==> config.mk <==
export PLATFORM = sky130hd
export DESIGN_NAME = stc_top
export DESIGN_NICKNAME = d
export VERILOG_FILES = /design/src/stc_pkg.sv /design/src/stc_top.sv
export SDC_FILE = /design/constraint.sdc
export NUM_CORES = 1
export LEC_CHECK = 0
export BUFFER_PORTS_ARGS = -buffer_cell sky130_fd_sc_hd__buf_2
export CORE_ASPECT_RATIO = 0.9
export CORE_MARGIN = 8
export CORE_UTILIZATION = 45
export CTS_CLUSTER_DIAMETER = 30
export DETAILED_ROUTE_END_ITERATION = 8
export GPL_TIMING_DRIVEN = 0
export PLACE_DENSITY_LB_ADDON = 0.12
export SYNTH_ARGS = -nofsm -noshare
export SYNTH_HDL_FRONTEND = slang
export SYNTH_SLANG_ARGS = --single-unit
==> constraint.sdc <==
create_clock -name i_clk -period 7.7 [get_ports i_clk]
set_input_delay 0.385 -clock i_clk [delete_from_list [all_inputs] [get_ports i_clk]]
set_output_delay 0.385 -clock i_clk [all_outputs]
set_load 0.005 [all_outputs]
==> src/stc_pkg.sv <==
package stc_pkg;

   // Clock and time base.
   localparam int unsigned CLK_PERIOD_PS = 4000;
   localparam int unsigned MS_PS = 1000000000;
   localparam int unsigned CYC_PER_MS = MS_PS / CLK_PERIOD_PS;

   // Register byte offsets.
   localparam logic [11:0] OFS_CTRL = 12'h000;
   localparam logic [11:0] OFS_TIMEOUT = 12'h004;
   localparam logic [11:0] OFS_DELAY = 12'h008;
   localparam logic [11:0] OFS_REPEAT = 12'h00C;
   localparam logic [11:0] OFS_BUFDEPTH = 12'h010;
   localparam logic [11:0] OFS_TCPPORT = 12'h014;
   localparam logic [11:0] OFS_STATUS = 12'h018;

   // Control register fields.
   localparam int unsigned CTRL_ENABLE_BIT = 0;
   localparam int unsigned CTRL_OP_BIT = 1;
   localparam int unsigned CTRL_WM_LSB = 2;

   // Status register fields.
   localparam int unsigned ST_REMAIN_LSB = 0;
   localparam int unsigned ST_ACTIVE_BIT = 8;
   localparam int unsigned ST_STATE_LSB = 9;
   localparam int unsigned ST_CAUSE_LSB = 11;
   localparam int unsigned ST_CMD_BIT = 13;

   // Reset values and limits.
   localparam logic RST_ENABLE = 1'b1;
   localparam logic [15:0] RST_TIMEOUT_MS = 16'h03E8;
   localparam logic [13:0] RST_DELAY_MS = 14'h01F4;
   localparam logic [13:0] MAX_DELAY_MS = 14'h2710;
   localparam logic [7:0] RST_REPEAT = 8'h02;
   localparam logic [3:0] RST_BUFDEPTH = 4'h1;
   localparam logic [3:0] MIN_BUFDEPTH = 4'h1;
   localparam logic [3:0] MAX_BUFDEPTH = 4'hA;
   localparam logic [15:0] RST_TCPPORT = 16'hD7D8;

   // Remote command bytes.
   localparam logic [7:0] BYTE_SYN = 8'h16;
   localparam logic [7:0] BYTE_ON = 8'h54;
   localparam logic [7:0] BYTE_OFF = 8'h55;
   localparam logic [7:0] BYTE_CR = 8'h0D;

   typedef enum logic {OP_INTERNAL, OP_EXTERNAL} stc_op_e;
   typedef enum logic [1:0] {WM_SINGLE, WM_BURST, WM_SYNC, WM_LATCHED} stc_work_e;
   typedef enum logic [1:0] {ST_IDLE, ST_DELAY, ST_CAPTURE, ST_SEARCH} stc_state_e;
   typedef enum logic [1:0] {END_NONE, END_DECODED, END_TIMEOUT, END_ABORTED} stc_cause_e;
   typedef enum logic [1:0] {CM_IDLE, CM_SYN, CM_ON, CM_OFF} stc_cmd_e;

   typedef struct packed {
      logic psel;
      logic penable;
      logic pwrite;
      logic [11:0] paddr;
      logic [31:0] pwdata;
   } stc_apb_req_s;

   typedef struct packed {
      logic valid;
      logic [15:0] port;
      logic [7:0] data;
   } stc_rx_s;

   typedef struct packed {
      logic capture;
      logic active;
      logic abort;
      logic decoded;
      logic timeout;
   } stc_scan_s;

endpackage

==> src/stc_top.sv <==
`timescale 1ns/1ps
// Function
// - Internal mode: restart read at every interval
// - Pulse or held level both trigger
// - Zero delay: search starts at once
// - Serial or network command also triggers
// - Single mode: one capture, one decode for trigger-input reads
// - Burst keeps searching after input removal
// - Sync mode: release aborts trigger-input read immediately
// - Sync mode: decode or timeout ends read
// - Latched default: hold until decode/timeout
// - Burst repeats configured count, default two
// - Each burst cycle bounded by read timeout
// - Trigger delay 0..10000 ms, default 500
// - Zero delay adds no wait
// - Image buffer depth 1..10, default 1
// - Bytes 16 54 0D mean trigger on
// - Bytes 16 55 0D mean trigger off
// - Command read ends: decode, off, timeout
// - Network commands only on configured port
module stc_top #(
   parameter int unsigned P_CYC_PER_MS = stc_pkg::CYC_PER_MS
) (
   input wire logic i_clk,
   input wire logic i_nrst,
   input wire stc_pkg::stc_apb_req_s i_apb,
   output logic [31:0] o_prdata,
   output logic o_pready,
   output logic o_pslverr,
   input wire logic i_ext_trig,
   input wire stc_pkg::stc_rx_s i_serial_rx,
   input wire stc_pkg::stc_rx_s i_net_rx,
   input wire logic i_dec_done,
   input wire logic i_dec_ok,
   output stc_pkg::stc_scan_s o_scan,
   output logic [3:0] o_buf_depth,
   output logic [15:0] o_tcp_port
);

   function automatic stc_pkg::stc_cmd_e cmd_step(input stc_pkg::stc_cmd_e st, input logic [7:0] b);
      stc_pkg::stc_cmd_e nx;
      nx = stc_pkg::CM_IDLE;
      if (b == stc_pkg::BYTE_SYN) begin
         nx = stc_pkg::CM_SYN;
      end else if (st == stc_pkg::CM_SYN && b == stc_pkg::BYTE_ON) begin
         nx = stc_pkg::CM_ON;
      end else if (st == stc_pkg::CM_SYN && b == stc_pkg::BYTE_OFF) begin
         nx = stc_pkg::CM_OFF;
      end
      return nx;
   endfunction

   function automatic logic [13:0] clamp14(input logic [31:0] v, input logic [13:0] lo, input logic [13:0] hi);
      logic [13:0] r;
      r = v[13:0];
      if (v < {18'h00000, lo}) begin
         r = lo;
      end else if (v > {18'h00000, hi}) begin
         r = hi;
      end
      return r;
   endfunction

   // Configuration registers.
   logic enable_r;
   stc_pkg::stc_op_e op_r;
   stc_pkg::stc_work_e wm_r;
   logic [15:0] timeout_r;
   logic [13:0] delay_r;
   logic [7:0] repeat_r;
   logic [3:0] bufdepth_r;
   logic [15:0] tcpport_r;

   // Control state.
   stc_pkg::stc_state_e state_r;
   stc_pkg::stc_state_e state_nxt;
   stc_pkg::stc_cause_e cause_r;
   stc_pkg::stc_cause_e cause_nxt;
   logic [7:0] remain_r;
   logic [7:0] remain_nxt;
   logic cmd_r;
   logic cmd_nxt;
   logic trig_d_r;
   stc_pkg::stc_cmd_e ser_cm_r;
   stc_pkg::stc_cmd_e net_cm_r;
   logic [31:0] pre_r;
   logic [15:0] ms_r;
   logic restart;
   stc_pkg::stc_scan_s scan_nxt;

   // APB decode.
   logic setup_ph;
   logic wr_en;
   logic mapped;
   logic [31:0] rdata;
   logic [31:0] status_w;

   assign setup_ph = i_apb.psel && !i_apb.penable;
   assign wr_en = i_apb.psel && i_apb.penable && i_apb.pwrite;
   assign o_pready = 1'b1;

   always_comb begin
      mapped = 1'b1;
      if (i_apb.paddr == stc_pkg::OFS_CTRL) begin
         mapped = 1'b1;
      end else if (i_apb.paddr == stc_pkg::OFS_TIMEOUT) begin
         mapped = 1'b1;
      end else if (i_apb.paddr == stc_pkg::OFS_DELAY) begin
         mapped = 1'b1;
      end else if (i_apb.paddr == stc_pkg::OFS_REPEAT) begin
         mapped = 1'b1;
      end else if (i_apb.paddr == stc_pkg::OFS_BUFDEPTH) begin
         mapped = 1'b1;
      end else if (i_apb.paddr == stc_pkg::OFS_TCPPORT) begin
         mapped = 1'b1;
      end else if (i_apb.paddr == stc_pkg::OFS_STATUS) begin
         mapped = 1'b1;
      end else begin
         mapped = 1'b0;
      end
   end

   assign o_pslverr = i_apb.psel && i_apb.penable && !mapped;

   always_comb begin
      status_w = 32'h00000000;
      status_w[stc_pkg::ST_REMAIN_LSB +: 8] = remain_r;
      status_w[stc_pkg::ST_ACTIVE_BIT] = o_scan.active;
      status_w[stc_pkg::ST_STATE_LSB +: 2] = state_r;
      status_w[stc_pkg::ST_CAUSE_LSB +: 2] = cause_r;
      status_w[stc_pkg::ST_CMD_BIT] = cmd_r;
   end

   always_comb begin
      rdata = 32'h00000000;
      if (i_apb.paddr == stc_pkg::OFS_CTRL) begin
         rdata[stc_pkg::CTRL_ENABLE_BIT] = enable_r;
         rdata[stc_pkg::CTRL_OP_BIT] = op_r;
         rdata[stc_pkg::CTRL_WM_LSB +: 2] = wm_r;
      end else if (i_apb.paddr == stc_pkg::OFS_TIMEOUT) begin
         rdata[15:0] = timeout_r;
      end else if (i_apb.paddr == stc_pkg::OFS_DELAY) begin
         rdata[13:0] = delay_r;
      end else if (i_apb.paddr == stc_pkg::OFS_REPEAT) begin
         rdata[7:0] = repeat_r;
      end else if (i_apb.paddr == stc_pkg::OFS_BUFDEPTH) begin
         rdata[3:0] = bufdepth_r;
      end else if (i_apb.paddr == stc_pkg::OFS_TCPPORT) begin
         rdata[15:0] = tcpport_r;
      end else if (i_apb.paddr == stc_pkg::OFS_STATUS) begin
         rdata = status_w;
      end
   end

   // Read data is captured in the setup cycle and stands through the access cycle.
   always_ff @(posedge i_clk or negedge i_nrst) begin
      if (!i_nrst) begin
         o_prdata <= 32'h00000000;
      end else if (setup_ph && !i_apb.pwrite) begin
         o_prdata <= rdata;
      end
   end

   always_ff @(posedge i_clk or negedge i_nrst) begin
      if (!i_nrst) begin
         enable_r <= stc_pkg::RST_ENABLE;
         op_r <= stc_pkg::OP_EXTERNAL;
         wm_r <= stc_pkg::WM_LATCHED;
         timeout_r <= stc_pkg::RST_TIMEOUT_MS;
         delay_r <= stc_pkg::RST_DELAY_MS;
         repeat_r <= stc_pkg::RST_REPEAT;
         bufdepth_r <= stc_pkg::RST_BUFDEPTH;
         tcpport_r <= stc_pkg::RST_TCPPORT;
      end else if (wr_en) begin
         if (i_apb.paddr == stc_pkg::OFS_CTRL) begin
            enable_r <= i_apb.pwdata[stc_pkg::CTRL_ENABLE_BIT];
            op_r <= stc_pkg::stc_op_e'(i_apb.pwdata[stc_pkg::CTRL_OP_BIT]);
            wm_r <= stc_pkg::stc_work_e'(i_apb.pwdata[stc_pkg::CTRL_WM_LSB +: 2]);
         end else if (i_apb.paddr == stc_pkg::OFS_TIMEOUT) begin
            timeout_r <= i_apb.pwdata[15:0];
         end else if (i_apb.paddr == stc_pkg::OFS_DELAY) begin
            delay_r <= clamp14(i_apb.pwdata, 14'h0000, stc_pkg::MAX_DELAY_MS);
         end else if (i_apb.paddr == stc_pkg::OFS_REPEAT) begin
            repeat_r <= i_apb.pwdata[7:0];
         end else if (i_apb.paddr == stc_pkg::OFS_BUFDEPTH) begin
            bufdepth_r <= 4'(clamp14(i_apb.pwdata, {10'h000, stc_pkg::MIN_BUFDEPTH},
                                     {10'h000, stc_pkg::MAX_BUFDEPTH}));
         end else if (i_apb.paddr == stc_pkg::OFS_TCPPORT) begin
            tcpport_r <= i_apb.pwdata[15:0];
         end
      end
   end

   assign o_buf_depth = bufdepth_r;
   assign o_tcp_port = tcpport_r;

   // Remote command recognisers, one per source so that interleaved bytes do not mix.
   logic net_ok;
   logic ser_on;
   logic ser_off;
   logic net_on;
   logic net_off;
   logic cmd_on;
   logic cmd_off;

   assign net_ok = i_net_rx.valid && (i_net_rx.port == tcpport_r);
   assign ser_on = i_serial_rx.valid && ser_cm_r == stc_pkg::CM_ON && i_serial_rx.data == stc_pkg::BYTE_CR;
   assign ser_off = i_serial_rx.valid && ser_cm_r == stc_pkg::CM_OFF && i_serial_rx.data == stc_pkg::BYTE_CR;
   assign net_on = net_ok && net_cm_r == stc_pkg::CM_ON && i_net_rx.data == stc_pkg::BYTE_CR;
   assign net_off = net_ok && net_cm_r == stc_pkg::CM_OFF && i_net_rx.data == stc_pkg::BYTE_CR;
   assign cmd_on = ser_on || net_on;
   assign cmd_off = ser_off || net_off;

   always_ff @(posedge i_clk or negedge i_nrst) begin
      if (!i_nrst) begin
         ser_cm_r <= stc_pkg::CM_IDLE;
      end else if (i_serial_rx.valid) begin
         ser_cm_r <= cmd_step(ser_cm_r, i_serial_rx.data);
      end
   end

   always_ff @(posedge i_clk or negedge i_nrst) begin
      if (!i_nrst) begin
         net_cm_r <= stc_pkg::CM_IDLE;
      end else if (net_ok) begin
         net_cm_r <= cmd_step(net_cm_r, i_net_rx.data);
      end
   end

   // Trigger input edges; a held level shows as its rising edge.
   logic trig_rise;
   logic trig_fall;

   always_ff @(posedge i_clk or negedge i_nrst) begin
      if (!i_nrst) begin
         trig_d_r <= 1'b0;
      end else begin
         trig_d_r <= i_ext_trig;
      end
   end

   assign trig_rise = i_ext_trig && !trig_d_r;
   assign trig_fall = !i_ext_trig && trig_d_r;

   // Millisecond time base, restarted by the sequencer.
   logic ms_tick;
   assign ms_tick = (pre_r == P_CYC_PER_MS - 1);

   always_ff @(posedge i_clk or negedge i_nrst) begin
      if (!i_nrst) begin
         pre_r <= 32'h00000000;
         ms_r <= 16'h0000;
      end else if (restart) begin
         pre_r <= 32'h00000000;
         ms_r <= 16'h0000;
      end else if (ms_tick) begin
         pre_r <= 32'h00000000;
         if (ms_r != 16'hFFFF) begin
            ms_r <= ms_r + 16'h0001;
         end
      end else begin
         pre_r <= pre_r + 32'h00000001;
      end
   end

   logic tmo_hit;
   logic delay_hit;
   logic start_evt;
   logic stop_ext;
   assign tmo_hit = (ms_r >= timeout_r) && (timeout_r != 16'h0000);
   assign delay_hit = (ms_r >= {2'b00, delay_r});
   assign start_evt = op_r == stc_pkg::OP_EXTERNAL && (trig_rise || cmd_on);
   assign stop_ext = op_r == stc_pkg::OP_EXTERNAL
                     && (cmd_off || (wm_r == stc_pkg::WM_SYNC && !cmd_r && trig_fall));

   // Read sequencer.
   always_comb begin
      state_nxt = state_r;
      cause_nxt = cause_r;
      remain_nxt = remain_r;
      cmd_nxt = cmd_r;
      restart = 1'b0;
      scan_nxt = '0;
      case (state_r)
         stc_pkg::ST_IDLE: begin
            if (op_r == stc_pkg::OP_INTERNAL) begin
               if (tmo_hit) begin
                  state_nxt = stc_pkg::ST_CAPTURE;
                  restart = 1'b1;
               end
            end else if (start_evt) begin
               cmd_nxt = !trig_rise;
               remain_nxt = (wm_r == stc_pkg::WM_BURST && repeat_r > 8'h01) ? repeat_r : 8'h01;
               restart = 1'b1;
               if (delay_r == 14'h0000) begin
                  state_nxt = stc_pkg::ST_CAPTURE;
               end else begin
                  state_nxt = stc_pkg::ST_DELAY;
               end
            end
         end
         stc_pkg::ST_DELAY: begin
            if (stop_ext) begin
               state_nxt = stc_pkg::ST_IDLE;
               cause_nxt = stc_pkg::END_ABORTED;
               scan_nxt.abort = 1'b1;
            end else if (delay_hit) begin
               state_nxt = stc_pkg::ST_CAPTURE;
               restart = 1'b1;
            end
         end
         stc_pkg::ST_CAPTURE: begin
            if (stop_ext) begin
               state_nxt = stc_pkg::ST_IDLE;
               cause_nxt = stc_pkg::END_ABORTED;
               scan_nxt.abort = 1'b1;
            end else begin
               scan_nxt.capture = 1'b1;
               state_nxt = stc_pkg::ST_SEARCH;
            end
         end
         stc_pkg::ST_SEARCH: begin
            if (op_r == stc_pkg::OP_INTERNAL) begin
               if (i_dec_done && i_dec_ok) begin
                  scan_nxt.decoded = 1'b1;
                  cause_nxt = stc_pkg::END_DECODED;
               end
               if (tmo_hit) begin
                  state_nxt = stc_pkg::ST_CAPTURE;
                  restart = 1'b1;
               end
            end else if (stop_ext) begin
               state_nxt = stc_pkg::ST_IDLE;
               cause_nxt = stc_pkg::END_ABORTED;
               scan_nxt.abort = 1'b1;
            end else if (i_dec_done && i_dec_ok) begin
               state_nxt = stc_pkg::ST_IDLE;
               cause_nxt = stc_pkg::END_DECODED;
               scan_nxt.decoded = 1'b1;
            end else if (wm_r == stc_pkg::WM_BURST && (tmo_hit || i_dec_done)) begin
               if (remain_r > 8'h01) begin
                  remain_nxt = remain_r - 8'h01;
                  state_nxt = stc_pkg::ST_CAPTURE;
                  restart = 1'b1;
               end else begin
                  state_nxt = stc_pkg::ST_IDLE;
                  cause_nxt = stc_pkg::END_TIMEOUT;
                  scan_nxt.timeout = 1'b1;
               end
            end else if (tmo_hit) begin
               state_nxt = stc_pkg::ST_IDLE;
               cause_nxt = stc_pkg::END_TIMEOUT;
               scan_nxt.timeout = 1'b1;
            end else if (i_dec_done) begin
               if (wm_r == stc_pkg::WM_SINGLE && !cmd_r) begin
                  state_nxt = stc_pkg::ST_IDLE;
                  cause_nxt = stc_pkg::END_TIMEOUT;
                  scan_nxt.timeout = 1'b1;
               end else begin
                  state_nxt = stc_pkg::ST_CAPTURE;
               end
            end
         end
         default: begin
            state_nxt = stc_pkg::ST_IDLE;
         end
      endcase
      if (!enable_r) begin
         state_nxt = stc_pkg::ST_IDLE;
         scan_nxt = '0;
         restart = 1'b1;
      end
      scan_nxt.active = (state_nxt == stc_pkg::ST_CAPTURE) || (state_nxt == stc_pkg::ST_SEARCH);
   end

   // Triggers in DELAY, CAPTURE and SEARCH are not taken; only stop events act there.
   always_ff @(posedge i_clk or negedge i_nrst) begin
      if (!i_nrst) begin
         state_r <= stc_pkg::ST_IDLE;
         cause_r <= stc_pkg::END_NONE;
         remain_r <= 8'h00;
         cmd_r <= 1'b0;
         o_scan <= '0;
      end else begin
         state_r <= state_nxt;
         cause_r <= cause_nxt;
         remain_r <= remain_nxt;
         cmd_r <= cmd_nxt;
         o_scan <= scan_nxt;
      end
   end

endmodule // stc_top

# Word-level counts from Yosys, hierarchy flattened

Cells that the tools add are included.

Flip-flop bits (word level): 165
Bits of input ports: 102
Word-level logic and storage cells: 247
Output and inout port bits: 59

Add/subtract/negate cells: 3
Reductions and logical operators: 62
Bitwise logic cells: 5
Equal/unequal tests: 42
Multiplexer cells: 104
Magnitude comparators: 8

Operators by type and width:

| kind                    | number |
|---|---|
| $mux W28                | 5 |
| $mux W16                | 6 |
| $mux W8                 | 9 |
| $mux W2                 | 34 |
| $lt A32 B1 Y1 const B   | 2 |
| $mux W32                | 2 |
| $mux W14                | 4 |
| $eq A12 B5 Y1 const B   | 3 |
| $add A32 B1 Y32 const B | 1 |
| $eq A32 B18 Y1 const B  | 1 |
| $eq A8 B7 Y1 const B    | 4 |
| $gt A32 B14 Y1 const B  | 1 |
| $gt A32 B4 Y1 const B   | 1 |
| $mux W1                 | 31 |
| $logic_and A1 B1 Y1     | 29 |
| $eq A12 B4 Y1 const B   | 2 |
| $mux W24                | 1 |
| $eq A2 B2 Y1 const B    | 9 |
| $mux W18                | 1 |
| $add A16 B1 Y16 const B | 1 |
| $eq A16 B16 Y1          | 1 |
| $eq A8 B4 Y1 const B    | 2 |
| $eq A8 B5 Y1 const B    | 2 |
| $ge A16 B14 Y1          | 1 |
| other kinds (35)        | 71 |

# Depth between registers and ports, before layout

Depth in word-level cells: 13
Depth in mapped cells: 11
Depth with buffers taken out: 9

# Worst setup path before layout

No wires, ideal clock.

Path kind: flip-flop to flip-flop
Start point: reg ms_r[0]
End point: reg remain_r[0]
Library setup time: 0.125 ns
Clock period less this slack: 2.602 ns
Data required time: 7.575 ns
Path buffers: 1
Path slack: 5.098 ns
Arrival time: 2.477 ns
Stages on the path, launching flop included: 11
Path through: dfrtp_1 -> inv_1 -> ha_1 -> nand2b_1 -> a2111o_1 -> a311oi_2 -> a21oi_1 -> and2_1 -> buf_2 -> o21ai_2 -> mux2_2

Longest elaborated chain between the ends: 6

Ends and longest elaborated chain:

| what                        | RTL line       | RTL |
|---|---|---|
| start, declared             | stc_top.sv:87  | `logic [15:0] ms_r;` |
| start signal, assigned      | stc_top.sv:259 | `ms_r <= ms_r + 16'h0001;` |
| $ge A16 B16 Y1              | stc_top.sv:270 | `assign tmo_hit = (ms_r >= timeout_r) && (timeout_r != 16'h0000);` |
| $logic_and A1 B1 Y1         | stc_top.sv:270 |  |
| $logic_or A1 B1 Y1          | stc_top.sv:340 | `end else if (wm_r == stc_pkg::WM_BURST && (tmo_hit \|\| i_dec_done)) begin` |
| $logic_and A1 B1 Y1         | stc_top.sv:340 |  |
| $ne A2 B2 Y1 (no line)      | -              |  |
| $reduce_and A8 Y1 (no line) | -              |  |
| end signal, assigned        | stc_top.sv:387 | `remain_r <= remain_nxt;` |
| end, declared               | stc_top.sv:79  | `logic [7:0] remain_r;` |

No other way between the ends.
A chain may end at the register's enable or synchronous reset.

# Worst setup path after layout

Start point: reg ms_r[13]
End point: reg pre_r[25]

Longest elaborated chain between the ends: 11
Elaborated cells on any way between the ends: 16
Those cells by class: 2 x order compare; 11 x mux; 3 x reduce/logical

Ends and longest elaborated chain:

| what                 | RTL line       | RTL |
|---|---|---|
| $ge A16 B16 Y1       | stc_top.sv:270 |  |
| $logic_and A1 B1 Y1  | stc_top.sv:270 |  |
| $logic_or A1 B1 Y1   | stc_top.sv:340 |  |
| $logic_and A1 B1 Y1  | stc_top.sv:340 |  |
| $mux W1              | stc_top.sv:340 |  |
| $mux W1              | stc_top.sv:336 | `end else if (i_dec_done && i_dec_ok) begin` |
| $mux W1              | stc_top.sv:332 | `end else if (stop_ext) begin` |
| $mux W1              | stc_top.sv:323 | `if (op_r == stc_pkg::OP_INTERNAL) begin` |
| $pmux W1 S3 (*)      | stc_top.sv:284 | `case (state_r)` |
| $mux W1 (*)          | stc_top.sv:368 | `if (!enable_r) begin` |
| $mux W32 (*)         | stc_top.sv:253 | `end else if (restart) begin` |
| end signal, assigned | stc_top.sv:262 | `pre_r <= pre_r + 32'h00000001;` |
| end, declared        | stc_top.sv:86  | `logic [31:0] pre_r;` |

Every way passes the cells marked *; elsewhere a longest branch is shown, timed or not.

==> run metrics <==
Die X=~170 µm; number of register bits inferred by synthesis=approximately 150; hold slack final=approximately 0.11 ns; Sum Neg Setup Slack=0 ns; vias per cell=5.75; Design Power=approximately 1.8 mW; floorplan row count=~50; PwrDens=roughly 170 nW/µm²; Post-CTS Setup Inserts=0; first-pass GRT wire length=43400 µm; RSZ-0062 raised after global routing=no; Clock Tree Buf Depth=2; latest clock arrival within the worst-skew pair=roughly 0.43 ns; Final Hold Viols=0; Worst setup SP type=register; dpl cell area=a little over 10000 µm²; layout overhead on the synthesized area=18.0%; Cells after Synth=919; Compound-Gate Fraction of Synth Area=between 10% and 20%; Initial Util=a little under half; fraction of registers with async set/reset=100%; Worst VDD drop=around 150 µV; Tightest Hold Check Type=input pin to register; Setup violations, final=0; vias in the first global route=approximately 7700; CTS tree=done; Post-synth EDFFs=0; routed len/inst=20.0 µm; # IOs=roughly 160; Req. time, crit path=roughly 8 ns; post-synthesis sequential area ratio=between 40 and 50%; CP max FO=10; clock-pin slew on the worst setup and hold paths=~0.070 ns; dominant synthesized flop cell=dfrtp_1; nets@finish=between 1000 and 1500; # diodes=0; multiplexer share of the synthesized area=approximately 5.5%; Mean Syn Cell Area=9.87 µm²; # port buffers=between 100 and 150; layout cells sized above 1=roughly a quarter; f_max=310 MHz; skew final=around 0.013 ns; Num CTS Buffers=17; post-layout instance area=between 10000 and 15000 µm²; final worst-path cycle share=between 40% and 50%; Worst-Margin Slew=0.858 ns; initial antenna violation count=1; dpl cells=approximately 1300; ANT nets after route=0; Synth Area in XOR/XNOR=under 10%; GR Util All Layers=21.8%; CP endpoint kind=register; CP arrival=approximately 3.6 ns; DRC Markers=0; max_slew headroom=between 40% and 50%; GPL Wtd Cong=between 0.8 and 0.9; minimum clock period=approximately 3.2 ns; root buffer cell=clkbuf_16; die area=between 20000 and 25000 µm²; Max Slew Vio Count=0; synth warn=0; non-filler cells, final=1349; global route overflow=0; commonest non-fill, non-tap cell in the layout=buf_2; DRT Wirelength=~27000 µm; area share of fa/ha/maj cells after synthesis=under 10%; largest net degree at the start of global routing=between 90 and 100; total leakage power=4.57 nW; htree depth=4; dpl hpwl=between 20000 and 25000 µm; clk sink count=roughly 150; CP Class=register to register; Post-Synth Simple-Gate Area=a little over a fifth; Post-Syn Area=about 9100 µm²; total number of vias=approximately 7800; largest family of logic cells by synthesized area=simple AND/OR/NAND/NOR gates; die height=roughly 150 µm; outcome=finished clean; max-cap viol count=0; Initial DRC Count=about 760; Cell variety after synth=85; drt pass-1 iters=7; core area=around 20000 µm²; commonest cells after routing, fill and taps aside=buf_2, dfrtp_1, nand2_1
cells by family (layout without fill, tap and decap cells):
family          count (synthesis)  count (layout)
fa+ha+maj                      40              40
flops                         149             149
compound gates                181             181
mux                            41              41
other cells                     2              17
simple gates                  339             339
buf+inv                       106             266
xor+xnor                       61              61
sequential cells by signal, indices dropped and copies added (netlist names), 2 cells and up:
| signal | count |
|---|---|
| cause_r | 2 |
| delay_r | 14 |
| ms_r | 16 |
| net_cm_r | 2 |
| o_buf_depth | 4 |
| o_prdata | 16 |
| o_scan | 5 |
| o_tcp_port | 16 |
| pre_r | 32 |
| remain_r | 8 |
| repeat_r | 8 |
| ser_cm_r | 2 |
| state_r | 2 |
| timeout_r | 16 |
| wm_r | 2 |
worst max-delay path, cell delays in order (launching register included):
cell and delay, ns:
dfrtp_1 0.48, ha_1 0.33, a2111oi_0 0.79, o21ai_0 0.18, o21ai_0 0.32, a21o_1 0.22, o31ai_1 0.16, buf_2 0.24
buf_4 0.21, nor3_1 0.20
where the power goes:
group | total (mW) | internal [mW] | switching [mW]
Sequential | 0.810 | 0.799 | 0.0119
Clock | 0.840 | 0.459 | 0.380
Combinational | 0.119 | 0.0512 | 0.0675
routing by layer:
layer / routed length [µm] / GRT usage [%] / up-vias
met2: 11000 / 30.9 / 270
met3: 1890 / 5.48 / 20
met5: 0 / 0 / -
met4: 279 / 4.68 / 0
met1: 13800 / 32.6 / 3738
li1: - / - / 3728
path summary, 6_finish.rpt:
check,endpoint,slack [ns],cells after the start,from
min in group asynchronous,remain_r[2]$_DFFE_PN0P_,0.48,2,i_nrst
setup / recovery,pre_r[25]$_DFF_PN0_,4.47,9,ms_r[13]$_DFFE_PN0P_
hold reg to reg,o_prdata[5]$_DFFE_PN0P_,0.49,1,o_prdata[5]$_DFFE_PN0P_
hold / removal,trig_d_r$_DFF_PN0_,0.11,1,i_ext_trig
setup reg to reg,pre_r[25]$_DFF_PN0_,4.47,9,ms_r[13]$_DFFE_PN0P_
max in group asynchronous,ms_r[5]$_DFFE_PN0P_,6.30,3,i_nrst
through the flow:
stage | setup slack [ns] | utilization, %
after floorplan | 5.10 | -
after global placement | 3.95 | 50.7
after detailed placement | 4.52 | 50.9
after CTS | 4.50 | 53.9
after global routing | 4.17 | 53.9
final | 4.47 | 53.9
cell type report:
type / count / area [µm²]
Fill cell: 1812 / 9160
Multi-Input combinational cell: 679 / 4840
Sequential cell: 149 / 3760
Timing Repair Buffer: 128 / 674
Clock buffer: 17 / 425
Buffer: 53 / 325
Tap cell: 255 / 319
Inverter: 53 / 199
Clock inverter: 15 / 155
synth_stat cells, drive strengths merged (4+ instances only):
cell type  number  area share, %
o22ai           6           0.41
a221oi          5           0.48
buf            37            2.9
nand2b          6           0.41
a21oi          23            1.3
o21ai          27            1.6
a211oi          7           0.63
nand4          26            1.8
xnor2          34            3.3
mux2           39            5.3
a2111oi         4           0.45
nor4b           6           0.65
o31ai           5           0.41
nand2          72            3.1
nand3          31            1.8
nor3           48            2.9
o21a            6           0.50
a22o           11            1.1
and4           11            1.1
a222oi          8           0.88
inv            53            2.2
a22oi          24            2.0
o31a            6           0.58
nor3b           7           0.58
a31oi          15            1.0
nor2           57            2.4
nor2b           4           0.28
dfrtp         121             33
dfstp          28            8.1
and3            8           0.55
nor4           39            3.4
xor2           27            2.6
a311oi          5           0.74
or2             4           0.30
and2            6           0.41
ha             39            5.4
clkbuf         16           0.66
repair_timing:
action / 4_1_cts / 5_1_grt
setup endpoints to repair: 0 / 0
hold endpoints to repair: 39 / 0
gates resized for setup: 0 / 0
hold buffers: 1 / 0
Note: power is estimated with default switching activity, not from simulation.
